**config.mk**
```make
export PLATFORM = sky130hd
export DESIGN_NAME = mtcm_top
export DESIGN_NICKNAME = d
export VERILOG_FILES = /design/src/logic/mtcm_pkg.sv /design/src/logic/mtcm_top.sv
export SDC_FILE = /design/constraint.sdc
export NUM_CORES = 1
export LEC_CHECK = 0
export ABC_AREA = 0
export BUFFER_PORTS_ARGS = -buffer_cell sky130_fd_sc_hd__buf_2
export CAP_MARGIN = 20
export CORE_MARGIN = 2
export CORE_UTILIZATION = 45
export CTS_BUF_LIST = sky130_fd_sc_hd__clkbuf_4 sky130_fd_sc_hd__clkbuf_8
export DETAILED_ROUTE_END_ITERATION = 10
export PLACE_DENSITY = 0.75
export RECOVER_POWER = 25
export SLEW_MARGIN = 40
export SYNTH_ARGS = -nofsm -noshare
export SYNTH_HDL_FRONTEND = slang
export SYNTH_SLANG_ARGS = --single-unit
```
**constraint.sdc**
```tcl
create_clock -name sys_clk_in -period 4.7 [get_ports sys_clk_in]
set_clock_uncertainty 0.1 [all_clocks]
set_input_delay 0.235 -clock sys_clk_in [delete_from_list [all_inputs] [get_ports sys_clk_in]]
set_output_delay 0.235 -clock sys_clk_in [all_outputs]
set_load 0.05 [all_outputs]
```
**src/logic/mtcm_pkg.sv**
```systemverilog
// constants shared by the multifunction timer capture/timer block
package mtcm_pkg;
	// register byte offsets on the APB
	localparam logic [7:0] OFS_CNT1 = 8'h00;
	localparam logic [7:0] OFS_CRA = 8'h04;
	localparam logic [7:0] OFS_CRB = 8'h08;
	localparam logic [7:0] OFS_CNT2 = 8'h0C;
	localparam logic [7:0] OFS_PRSC = 8'h10;
	localparam logic [7:0] OFS_CKC = 8'h14;
	localparam logic [7:0] OFS_MCTRL = 8'h18;
	localparam logic [7:0] OFS_ICTRL = 8'h1C;
	localparam logic [7:0] OFS_ICLR = 8'h20;
	// counter width and preset value
	localparam int CNT_W = 16;
	localparam logic [15:0] CNT_PRESET = 16'hFFFF;
	localparam logic [15:0] CNT_RST = 16'h0000;
	// timer mode control fields
	localparam int MC_MODE_LSB = 0;
	localparam int MC_EDGE_A = 3;
	localparam int MC_EDGE_B = 4;
	localparam int MC_PEN_A = 5;
	localparam int MC_PEN_B = 6;
	localparam int MC_AOUT = 7;
	localparam logic [7:0] MCTRL_RST = 8'h00;
	// mode select codes
	localparam logic [2:0] MODE_CAP2 = 3'h2;
	localparam logic [2:0] MODE_DUAL3 = 3'h3;
	localparam logic [2:0] MODE_CAPT4 = 3'h4;
	// clock select control fields and codes
	localparam int CK1_LSB = 0;
	localparam int CK2_LSB = 3;
	localparam logic [5:0] CKC_RST = 6'h00;
	localparam logic [2:0] CK_NONE = 3'h0;
	localparam logic [2:0] CK_PRESC = 3'h1;
	localparam logic [2:0] CK_EVENT = 3'h2;
	localparam logic [2:0] CK_PACC = 3'h3;
	// interrupt control fields and pending bit positions
	localparam int IC_EN_LSB = 0;
	localparam int IC_PND_LSB = 4;
	localparam int PND_A = 0;
	localparam int PND_B = 1;
	localparam int PND_C = 2;
	localparam int PND_D = 3;
	localparam logic [3:0] IRQ_RST = 4'h0;
	// prescaler
	localparam int PRSC_W_DEF = 8;
endpackage

```
**src/logic/mtcm_top.sv**
```systemverilog
// multifunction timer: dual capture, dual timer, capture plus timer
//
// Contract
// - Mode select field in mode control register picks modes 2, 3, 4.
// - Mode 2: valid A edge copies counter one into capture A.
// - Mode 2: valid B edge copies counter one into capture B.
// - Mode 2: each input edge polarity set by its own select bit.
// - Mode 2: with pin enable, capture then preset counter one to FFFF.
// - Mode 2: separate A, B, underflow pending flags, each gated.
// - Mode 2: counter two is a system timer setting pending D.
// - Mode 2: counter one stops on event or accumulate clock.
// - Mode 2: counter two accepts every clock source.
// - Mode 3: counter one reloads from A, toggles A output.
// - Mode 3: counter one underflow sets pending A.
// - Mode 3: counter two reloads from B, sets pending D.
// - Mode 3: B pin may clock either counter; else prescaled clock.
// - Software sets the A output starting level.
// - Mode 4: counter one reloads from A, toggles, sets pending A.
// - Mode 4: valid B edge copies counter two into B, pending B.
// - Mode 4: with B pin enable, capture then preset counter two.
// - Mode 4: counter two underflow sets pending D.
// - Mode 4: B edge polarity from B edge select bit.
// - Mode 4: counter two stops on event clock; counter one any.
// - Pending A, B, C drive irq line A; D drives irq line B.
//
// The APB interface to the registers and the register addresses were decided locally.
`timescale 1ns/100ps
module mtcm_top #(
	parameter int PRSC_W = mtcm_pkg::PRSC_W_DEF
) (
	input wire logic sys_clk_in,
	input wire logic reset_in,
	input wire logic ce_in,
	input wire logic psel_in,
	input wire logic penable_in,
	input wire logic pwrite_in,
	input wire logic [7:0] paddr_in,
	input wire logic [31:0] pwdata_in,
	output logic [31:0] prdata_out,
	output logic pready_out,
	output logic pslverr_out,
	input wire logic timer_pin_a_in,
	input wire logic timer_pin_b_in,
	output logic timer_pin_a_out,
	output logic timer_pin_a_oe_out,
	output logic irq_a_out,
	output logic irq_b_out
);

	// refuse prescaler widths the register cannot hold
	if (PRSC_W < 1 || PRSC_W > 16) begin : g_bad_prsc
		$error("PRSC_W must be 1 to 16");
	end

	// edge select: 1 picks rising, 0 picks falling
	function automatic logic mtcm_edge(input logic prev, input logic cur,
		input logic rise);
		mtcm_edge = rise ? (cur & ~prev) : (~cur & prev);
	endfunction

	// clock source decode for one counter
	function automatic logic mtcm_src_tick(input logic [2:0] sel,
		input logic ptick, input logic bevt, input logic blvl);
		case (sel)
			mtcm_pkg::CK_PRESC: mtcm_src_tick = ptick;
			mtcm_pkg::CK_EVENT: mtcm_src_tick = bevt;
			mtcm_pkg::CK_PACC: mtcm_src_tick = ptick & blvl;
			default: mtcm_src_tick = 1'b0;
		endcase
	endfunction

	logic a_s1_reg, a_s2_reg, a_s3_reg;
	logic b_s1_reg, b_s2_reg, b_s3_reg;
	logic [15:0] cnt1_reg, cra_reg, crb_reg, cnt2_reg;
	logic [PRSC_W-1:0] prsc_reg, pcnt_reg;
	logic [5:0] ckc_reg;
	logic [7:0] mctrl_reg;
	logic [3:0] ien_reg, pend_reg;
	logic pready_reg, pslverr_reg, pin_a_reg, oe_reg;
	logic irq_a_reg, irq_b_reg;
	logic [31:0] prdata_reg;

	// pin synchronisers; the second and third stages feed logic
	always_ff @(posedge sys_clk_in) begin
		if (reset_in) begin
			{a_s1_reg, a_s2_reg, a_s3_reg} <= 3'h0;
			{b_s1_reg, b_s2_reg, b_s3_reg} <= 3'h0;
		end else if (ce_in) begin
			{a_s3_reg, a_s2_reg, a_s1_reg} <= {a_s2_reg, a_s1_reg,
				timer_pin_a_in};
			{b_s3_reg, b_s2_reg, b_s1_reg} <= {b_s2_reg, b_s1_reg,
				timer_pin_b_in};
		end
	end

	// mode control decode
	wire [2:0] mode = mctrl_reg[mtcm_pkg::MC_MODE_LSB +: 3];
	wire m2 = (mode == mtcm_pkg::MODE_CAP2);
	wire m3 = (mode == mtcm_pkg::MODE_DUAL3);
	wire m4 = (mode == mtcm_pkg::MODE_CAPT4);
	wire m34 = m3 | m4;
	wire pen_a = mctrl_reg[mtcm_pkg::MC_PEN_A];
	wire pen_b = mctrl_reg[mtcm_pkg::MC_PEN_B];
	wire [2:0] ck1 = ckc_reg[mtcm_pkg::CK1_LSB +: 3];
	wire [2:0] ck2 = ckc_reg[mtcm_pkg::CK2_LSB +: 3];

	// pin events on synchronised levels; pulses must last a clock
	wire a_edge = mtcm_edge(a_s3_reg, a_s2_reg,
		mctrl_reg[mtcm_pkg::MC_EDGE_A]);
	wire b_edge = mtcm_edge(b_s3_reg, b_s2_reg,
		mctrl_reg[mtcm_pkg::MC_EDGE_B]);
	wire cap_a1 = m2 & a_edge;
	wire cap_b1 = m2 & b_edge;
	wire cap_b2 = m4 & b_edge;
	wire pre1 = (cap_a1 & pen_a) | (cap_b1 & pen_b);
	wire pre2 = cap_b2 & pen_b;

	// prescaled system clock tick
	wire ptick = (pcnt_reg == '0);

	// counter clocks; capture blocks the event sources of counter one in mode 2 and of counter two in mode 4
	wire raw1 = mtcm_src_tick(ck1, ptick, b_edge, b_s2_reg);
	wire raw2 = mtcm_src_tick(ck2, ptick, b_edge, b_s2_reg);
	wire run1 = m34 | (m2 & ck1 == mtcm_pkg::CK_PRESC);
	wire run2 = m2 | m3 | (m4 & ck2 == mtcm_pkg::CK_PRESC);
	wire tick1 = raw1 & run1;
	wire tick2 = raw2 & run2;
	wire uf1 = tick1 & (cnt1_reg == 16'h0000);
	wire uf2 = tick2 & (cnt2_reg == 16'h0000);

	// apb decode: writes commit at the edge where pready is seen high
	wire acc = psel_in & penable_in;
	wire wr = acc & pready_reg & pwrite_in;
	wire [15:0] wd16 = pwdata_in[15:0];
	wire wr_cnt1 = wr & (paddr_in == mtcm_pkg::OFS_CNT1);
	wire wr_cra = wr & (paddr_in == mtcm_pkg::OFS_CRA);
	wire wr_crb = wr & (paddr_in == mtcm_pkg::OFS_CRB);
	wire wr_cnt2 = wr & (paddr_in == mtcm_pkg::OFS_CNT2);
	wire wr_prsc = wr & (paddr_in == mtcm_pkg::OFS_PRSC);
	wire wr_ckc = wr & (paddr_in == mtcm_pkg::OFS_CKC);
	wire wr_mctrl = wr & (paddr_in == mtcm_pkg::OFS_MCTRL);
	wire wr_ictrl = wr & (paddr_in == mtcm_pkg::OFS_ICTRL);
	wire wr_iclr = wr & (paddr_in == mtcm_pkg::OFS_ICLR);
	wire hit = (paddr_in <= mtcm_pkg::OFS_ICLR) && (paddr_in[1:0] == 2'h0);

	// counter one: preset beats software write beats counting
	wire [15:0] cnt1_next = pre1 ? mtcm_pkg::CNT_PRESET :
		wr_cnt1 ? wd16 :
		(uf1 & m34) ? cra_reg :
		tick1 ? (cnt1_reg - 16'h0001) : cnt1_reg;

	// counter two: mode 3 reloads, modes 2 and 4 wrap to FFFF
	wire [15:0] cnt2_next = pre2 ? mtcm_pkg::CNT_PRESET :
		wr_cnt2 ? wd16 :
		(uf2 & m3) ? crb_reg :
		tick2 ? (cnt2_reg - 16'h0001) : cnt2_reg;

	// capture registers take the value from before any preset
	wire [15:0] cra_next = cap_a1 ? cnt1_reg :
		wr_cra ? wd16 : cra_reg;
	wire [15:0] crb_next = cap_b1 ? cnt1_reg :
		cap_b2 ? cnt2_reg :
		wr_crb ? wd16 : crb_reg;

	// prescaler down counter
	wire [PRSC_W-1:0] prsc_next = wr_prsc ? pwdata_in[PRSC_W-1:0] :
		prsc_reg;
	wire [PRSC_W-1:0] pcnt_next = wr_prsc ? pwdata_in[PRSC_W-1:0] :
		ptick ? prsc_reg : (pcnt_reg - {{(PRSC_W-1){1'b0}}, 1'b1});

	// pending flags; a set in the clearing cycle survives
	wire set_a = m2 ? cap_a1 : (m34 & uf1);
	wire set_b = cap_b1 | cap_b2;
	wire set_c = m2 & uf1;
	wire set_d = uf2;
	wire [3:0] pset = {set_d, set_c, set_b, set_a};
	wire [3:0] pclr = wr_iclr ? pwdata_in[3:0] : 4'h0;
	wire [3:0] pend_next = (pend_reg & ~pclr) | pset;
	localparam int IC_EN = mtcm_pkg::IC_EN_LSB;
	wire [3:0] ien_next = wr_ictrl ? pwdata_in[IC_EN +: 4] : ien_reg;

	// interrupt lines: A, B, C onto line A, D onto line B
	wire [3:0] pgate = pend_next & ien_next;
	wire irq_a_next = |pgate[mtcm_pkg::PND_C:mtcm_pkg::PND_A];
	wire irq_b_next = pgate[mtcm_pkg::PND_D];

	// A output: software level, toggles on reload when enabled
	wire [7:0] mctrl_next = wr_mctrl ? pwdata_in[7:0] : mctrl_reg;
	wire pin_a_next = wr_mctrl ? pwdata_in[mtcm_pkg::MC_AOUT] :
		(m34 & pen_a & uf1) ? ~pin_a_reg : pin_a_reg;
	wire [2:0] mode_nx = mctrl_next[mtcm_pkg::MC_MODE_LSB +: 3];
	wire oe_next = mctrl_next[mtcm_pkg::MC_PEN_A] &
		(mode_nx == mtcm_pkg::MODE_DUAL3 |
		mode_nx == mtcm_pkg::MODE_CAPT4);

	// read mux; the output level bit reads the live pin value
	wire [7:0] mctrl_rd = {pin_a_reg, mctrl_reg[6:0]};
	wire [31:0] rd_mux =
		(paddr_in == mtcm_pkg::OFS_CNT1) ? {16'h0000, cnt1_reg} :
		(paddr_in == mtcm_pkg::OFS_CRA) ? {16'h0000, cra_reg} :
		(paddr_in == mtcm_pkg::OFS_CRB) ? {16'h0000, crb_reg} :
		(paddr_in == mtcm_pkg::OFS_CNT2) ? {16'h0000, cnt2_reg} :
		(paddr_in == mtcm_pkg::OFS_PRSC) ?
			{{(32-PRSC_W){1'b0}}, prsc_reg} :
		(paddr_in == mtcm_pkg::OFS_CKC) ? {26'h0000000, ckc_reg} :
		(paddr_in == mtcm_pkg::OFS_MCTRL) ? {24'h000000, mctrl_rd} :
		(paddr_in == mtcm_pkg::OFS_ICTRL) ?
			{24'h000000, pend_reg, ien_reg} : 32'h00000000;

	// apb handshake: one wait state, then pready for one cycle
	always_ff @(posedge sys_clk_in) begin
		if (reset_in) begin
			pready_reg <= 1'b0;
			pslverr_reg <= 1'b0;
			prdata_reg <= 32'h00000000;
		end else if (ce_in) begin
			pready_reg <= acc & ~pready_reg;
			pslverr_reg <= acc & ~pready_reg & ~hit;
			if (acc & ~pready_reg) begin
				prdata_reg <= rd_mux;
			end
		end
	end

	// timer state registers
	always_ff @(posedge sys_clk_in) begin
		if (reset_in) begin
			cnt1_reg <= mtcm_pkg::CNT_RST;
			cnt2_reg <= mtcm_pkg::CNT_RST;
			cra_reg <= mtcm_pkg::CNT_RST;
			crb_reg <= mtcm_pkg::CNT_RST;
			prsc_reg <= '0;
			pcnt_reg <= '0;
		end else if (ce_in) begin
			cnt1_reg <= cnt1_next;
			cnt2_reg <= cnt2_next;
			cra_reg <= cra_next;
			crb_reg <= crb_next;
			prsc_reg <= prsc_next;
			pcnt_reg <= pcnt_next;
		end
	end

	// control, pending, pin and interrupt registers
	always_ff @(posedge sys_clk_in) begin
		if (reset_in) begin
			ckc_reg <= mtcm_pkg::CKC_RST;
			mctrl_reg <= mtcm_pkg::MCTRL_RST;
			ien_reg <= mtcm_pkg::IRQ_RST;
			pend_reg <= mtcm_pkg::IRQ_RST;
			pin_a_reg <= 1'b0;
			oe_reg <= 1'b0;
			irq_a_reg <= 1'b0;
			irq_b_reg <= 1'b0;
		end else if (ce_in) begin
			ckc_reg <= wr_ckc ? pwdata_in[5:0] : ckc_reg;
			mctrl_reg <= mctrl_next;
			ien_reg <= ien_next;
			pend_reg <= pend_next;
			pin_a_reg <= pin_a_next;
			oe_reg <= oe_next;
			irq_a_reg <= irq_a_next;
			irq_b_reg <= irq_b_next;
		end
	end

	assign prdata_out = prdata_reg;
	assign pready_out = pready_reg;
	assign pslverr_out = pslverr_reg;
	assign timer_pin_a_out = pin_a_reg;
	assign timer_pin_a_oe_out = oe_reg;
	assign irq_a_out = irq_a_reg;
	assign irq_b_out = irq_b_reg;

	// mode field of the word being written to mode control
	wire [2:0] wmode = pwdata_in[mtcm_pkg::MC_MODE_LSB +: 3];
endmodule // mtcm_top

```
==> results_dict.tcl, run 1 <==
set metrics [dict create \
    hpwl_um 18200 \
    viasPerCell 6.51 \
    drt-wirelength-per-cell_um 21.0 \
    worstHoldPathType "in2reg" \
    cts_buffers 17 \
    cts_tree "built" \
    synthArstFlopShare_pct 0 \
    grt_usage_pct 29.0 \
    violations "DRC, capacitance limit, slew limit" \
    p_leak_nw 3.28 \
    clkSinkCount 129 \
    clockBufferDepth 2 \
    ios 86 \
    core-area_mm2 0.0174 \
    port_buffers 53 \
    tightest_slew_ns 3.14 \
    hold_viol 0 \
    setup_viol 0 \
    antenna_cells 0 \
    grt_max_degree 68 \
    path_clk_slew_ns 0.09 \
    synth_seq_area_share_pct 32.0 \
    synth_flop_cell "dfxtp_1" \
    grt_pass1_wl_um 42000 \
    rows 48 \
    worst_setup_path_end_kind "register" \
    via_count 8350 \
    cp_max_fo 11 \
    rrSetupSlack_ns 1.23 \
    dieArea_mm2 0.0190 \
    nNetsFinal 1097 \
    crit_arrival_ns 3.75 \
    rsz0062_at_grt "no" \
    power_w 0.00262 \
    drt_iter0_markers 1264 \
    h-tree-depth 4 \
    critPathKind "reg2reg" \
    power_density_mw_per_mm2 296 \
    ir_drop_uv 175 \
    avgSynthCellArea_um2 7.77 \
    stdcell_area_mm2 0.00884 \
    grt_pass1_vias 7453 \
    drive_above_1_share_pct 9.83 \
    netlist_instances 1038 \
    ant_nets 0 \
    die_h_um 138 \
    synth-seq-cells 129 \
    synth_warnings 0 \
    finalCritPeriodShare_pct 73.9 \
    root_buffer "clkbuf_8" \
    antenna_found_initial 0 \
    fmax_mhz 288 \
    routed_wl_um 26900 \
    period_needed_ns 3.47 \
    initial_core_util_pct 46.3 \
    maxSlewHeadroom_pct -109 \
    overflow 0 \
    clk_latency_ns 0.48 \
    dr.pass1.iters 9 \
    place.gp.congestion 0.943 \
    fin_cells 1283 \
    status "finished, violations left" \
    cts_setup_buffers 0 \
    setup.worst_path.start_class "register" \
    die_w_um 138 \
    syn_to_final_growth_pct 9.57 \
    synth.distinct_cells 72 \
    syn_area_mm2 0.00807 \
    drv_cap 1 \
    placed_area_mm2 0.00840 \
    place_inst 1242 \
    cp.required_ns 4.97 \
    synth_edf_count 0 \
    fin_setup_tns_ns 0 \
    timing.final.max_slew_violations 68 \
    drc_errors 1 \
]
report_power, final:
part / switching, W / total [W] / internal (W)
Combinational: 0.000337 / 0.000502 / 0.000165
Sequential: 0.0000413 / 0.00117 / 0.00113
Clock: 0.000477 / 0.000939 / 0.000463
routing by layer:
layer  vias up  GRT usage (%)  wire length, µm  part of all wire (%)
met2       548           43.6            11600                    43
met1      3883           39.4            11100                    41
met4         0           12.1              978                   3.6
met3        92           7.35             3270                    12
met5         -              0                0                     0
li1       3827              -                -                     -
worst max-delay path, cell delays in order, from the launching register on:
cell	delay (ns)
dfxtp_1	0.44
nor4_1	0.78
nand3_1	0.44
a2111oi_4	0.63
nand2_2	0.28
or4_1	0.55
a31oi_1	0.15
per-stage QoR:
stage               hold WS [ns]  setup slack [ns]  utilization (%)
floorplan                  0.271              1.98                -
global placement           0.339              1.48             48.1
detailed placement         0.343              1.44             48.2
CTS                      0.00983              1.41             51.0
global route              0.0611              1.04             50.8
finish                    0.0562              1.23             50.8
final cells by class:
cell class                 instances  area [µm²]
multi-input combinational        796        5040
clock buffer                      17         234
inverter                          15        56.3
timing repair buffer              87         508
clock inverter                    14         144
fill                            1667        8570
tap                              225         282
sequential                       129        2580
kinds of logic after synthesis:
family                   after synthesis  share of synthesized area [%]
AO/OA/AOI/OAI                        316                           27.2
multiplexers                          77                           9.67
AND/OR/NAND/NOR                      355                           20.6
buffers and inverters                128                           6.88
XOR/XNOR                              29                           3.15
adder cells (fa/ha/maj)                3                          0.465
flip-flops                           129                           32.0
other                                  1                         0.0465
placed cells by master (no fill, tap or decap), types with 7 or more instances in the layout:
cell type        n
a221oi_1        13
a311oi_1        15
a22oi_1         15
mux2_2           8
nand2_1        103
o211ai_1        22
a21oi_1         68
conb_1          16
clkbuf_1        26
o21a_1          10
nand4_1          8
or3_1           12
buf_4           22
o221ai_1         7
xnor2_1         20
clkinvlp_4       8
clkbuf_8        17
a211oi_1        41
nor2b_1          8
a31oi_1         28
xor2_1           9
inv_1           14
dlygate4sd3_1   10
dfxtp_1        129
nor2_1         124
nor4_1           9
nor3_1          19
buf_2           28
o21ai_0         42
nand3_1         27
mux2i_1         69
synthesized netlist by cell type, types with 10 or more instances:
cell      count  area share [%]
a221oi_1     13             1.4
o21a_1       10            0.93
nor2_1      125             5.8
o21ai_0      42             2.6
buf_4        16             1.5
a21oi_1      69             4.3
dfxtp_1     129              32
nand3_1      27             1.7
nand2_1     103             4.8
mux2i_1      69             8.6
nor3_1       21             1.3
a211oi_1     41             3.8
a311oi_1     15             1.6
xnor2_1      20             2.2
a31oi_1      28             2.2
o211ai_1     22             2.0
inv_1        14            0.65
clkbuf_1     84             3.9
or3_1        12            0.93
a22oi_1      15             1.4
what timing repair did:
item	CTS	global route
gates resized for setup	0	0
hold buffers	10	0
endpoints found under the setup margin	0	0
endpoints found under the hold margin	10	0
path summary, 6_finish.rpt:
path / end / from / cells past startpoint
worst max-delay path: timer_pin_a_out$_SDFFE_PP0P_ / cnt1_reg[2]$_SDFFE_PP0P_ / 6
worst min-delay path: mctrl_reg[4]$_SDFFE_PP0P_ / pwdata_in[4] / 3
worst max register to register: timer_pin_a_out$_SDFFE_PP0P_ / cnt1_reg[2]$_SDFFE_PP0P_ / 6
worst min register to register: irq_b_out$_SDFFE_PP0P_ / irq_b_out$_SDFFE_PP0P_ / 2
No activity file was read; power rests on OpenSTA's default activity.
==> run 2, diff against run 1 <==
- PLACE_DENSITY: 0.75 -> 0.77
- clock period: 4.7 -> 3 ns (I/O delays scaled with it)
==> run 2 against run 1 <==
The run now ends clean. Global-route usage rose by 0.76 points. Non-clock buffer count rose by 42. Hold slack got worse by 0.038 ns. Design area up 3.6%. Core utilization increased by 1.8 points. Largest cell class unchanged.
==> results_dict.tcl, run 2 (synthesis gave the netlist of run 1 again) <==
set metrics [dict create \
    status "finished clean" \
    place.gp.congestion 0.971 \
    path_clk_slew_ns 0.08 \
    fill_cells 1663 \
    cp.required_ns 3.18 \
    r2r-end "cnt2_reg[7]$_SDFFE_PP0P_" \
    place_inst 1280 \
    finalCritPeriodShare_pct 93.5 \
    worst_setup_path_end_kind "register" \
    swShare_pct 30.9 \
    share_seq_of_total_power_pct 43.5 \
    hold_buffers 14 \
    root_buffer "clkbuf_8" \
    h-tree-depth 4 \
    drc_errors 0 \
    overflow 0 \
    drv_cap 0 \
    cp-startpoint "cnt2_reg[6]$_SDFFE_PP0P_" \
    cts_tree "built" \
    viasPerCell 6.53 \
    nNetsFinal 1139 \
    cts_setup_buffers 0 \
    r2r-start "cnt2_reg[6]$_SDFFE_PP0P_" \
    fmax_mhz 357 \
    maxSlewHeadroom_pct 2.72 \
    cp-endpoint "cnt2_reg[7]$_SDFFE_PP0P_" \
    clkSinkCount 129 \
    p_leak_nw 3.53 \
    stdcell_area_mm2 0.00916 \
    finish.utilization_pct 52.6 \
    antenna_found_initial 0 \
    hpwl_um 18800 \
    drive_above_1_share_pct 12.7 \
    intPower_w 0.00292 \
    path_cells "nor4_1 > and4_1 > nand2_1 > or4b_1 > o211ai_1 > a311oi_1" \
    hold_depth 3 \
    rows 48 \
    holdWs_ns 0.0186 \
    setup.worst_path.start_class "register" \
    ios 86 \
    rsz0062_at_grt "no" \
    port_buffers 53 \
    placed_area_mm2 0.00867 \
    slowest_delay_ns 0.69 \
    core-area_mm2 0.0174 \
    clk_latency_ns 0.46 \
    worstHoldPathType "in2reg" \
    clockBufferDepth 2 \
    antenna_cells 0 \
    cp_max_fo 9 \
    die_h_um 138 \
    final_common_cell "dfxtp_1" \
    rrSetupSlack_ns 0.20 \
    initial_core_util_pct 46.3 \
    critPathKind "reg2reg" \
    syn_to_final_growth_pct 13.6 \
    dieArea_mm2 0.0190 \
    cts_buffers 17 \
    tightest_slew_ns 1.46 \
    final_cell_mix "dfxtp_1, nor2_1, nand2_1, mux2i_1, a21oi_1" \
    grt_max_degree 66 \
    hold_viol 0 \
    via_count 8651 \
    die_w_um 138 \
    combPwrFrac_pct 20.1 \
    crit_slowest_cell "or4b_1" \
    grt_pass1_wl_um 43400 \
    clockPowerShare_pct 36.4 \
    fin_cells 1324 \
    r2r_cells 6 \
    ir_drop_uv 289 \
    grt_pass1_vias 7698 \
    cts_resized 0 \
    timing.final.max_slew_violations 0 \
    drt-wirelength-per-cell_um 21.0 \
    p_sw_w 0.00130 \
    ant_nets 0 \
    power_density_mw_per_mm2 460 \
    grt_usage_pct 29.7 \
    period_needed_ns 2.80 \
    fin_setup_tns_ns 0 \
    routed_wl_um 27800 \
    drt_iter0_markers 1251 \
    crit_arrival_ns 2.98 \
    dr.pass1.iters 5 \
    setup_viol 0 \
]
## run 2: changes by cell type in the layout (fill, tap and decap cells not counted), moves of 3 or more
cell           delta
buf_4            +37
clkinvlp_4        -8
clkbuf_8          +4
dlygate4sd3_1     +4
clkbuf_4          +3
## run 2: power groups by stage
stage	Clock [W]	Combinational [W]	Sequential, W
CTS	0.00154	0.000835	0.00184
global route	0.00162	0.000923	0.00185
finish	0.00153	0.000848	0.00184
detailed placement	0	0.000820	0.00187
floorplan	0	0.000552	0.00190
global placement	0	0.000806	0.00187
## run 2: worst min path at each step
stage	start	endpoint
after CTS	pwdata_in[2]	cnt2_reg[2]$_SDFFE_PP0P_
after detailed placement	timer_pin_a_in	a_s1_reg$_SDFFE_PP0P_
final	pwdata_in[2]	cnt2_reg[2]$_SDFFE_PP0P_
after floorplan	pwdata_in[7]	prsc_reg[7]$_SDFFE_PP0P_
after global routing	pwdata_in[2]	mctrl_reg[2]$_SDFFE_PP0P_
after global placement	timer_pin_a_in	a_s1_reg$_SDFFE_PP0P_
## run 2: cell type report
type                    instances  area (µm²)  area share [%]
well taps                     225         282            3.07
inverters                      15        56.3           0.614
repair buffers                129         832            9.08
clock buffers                  24         312            3.40
clock inverters                 6        80.1           0.874
flip-flops and latches        129        2580            28.2
multi-input cells             796        5020            54.8
## run 2: worst max-delay path: cells and delay by family (launching register included)
family,cells,cell delay [ns]
and+or+nand+nor,4,1.74
DFF,1,0.40
AOI/OAI and AO/OA,2,0.38
## run 2: metrics by stage
step / setup WS, ns / power (W)
after global placement: 0.326 / 0.00268
after floorplan: 0.282 / 0.00246
after global routing: 0.0734 / 0.00439
final: 0.196 / 0.00422
after CTS: 0.287 / 0.00421
after detailed placement: 0.309 / 0.00269
## run 2: per-layer routing
layer / part of all wire, % / GRT usage [%]
met3: 12 / 7.68
met5: 0 / 0
met1: 40 / 39.9
met4: 4.6 / 13.7
met2: 43 / 44.7
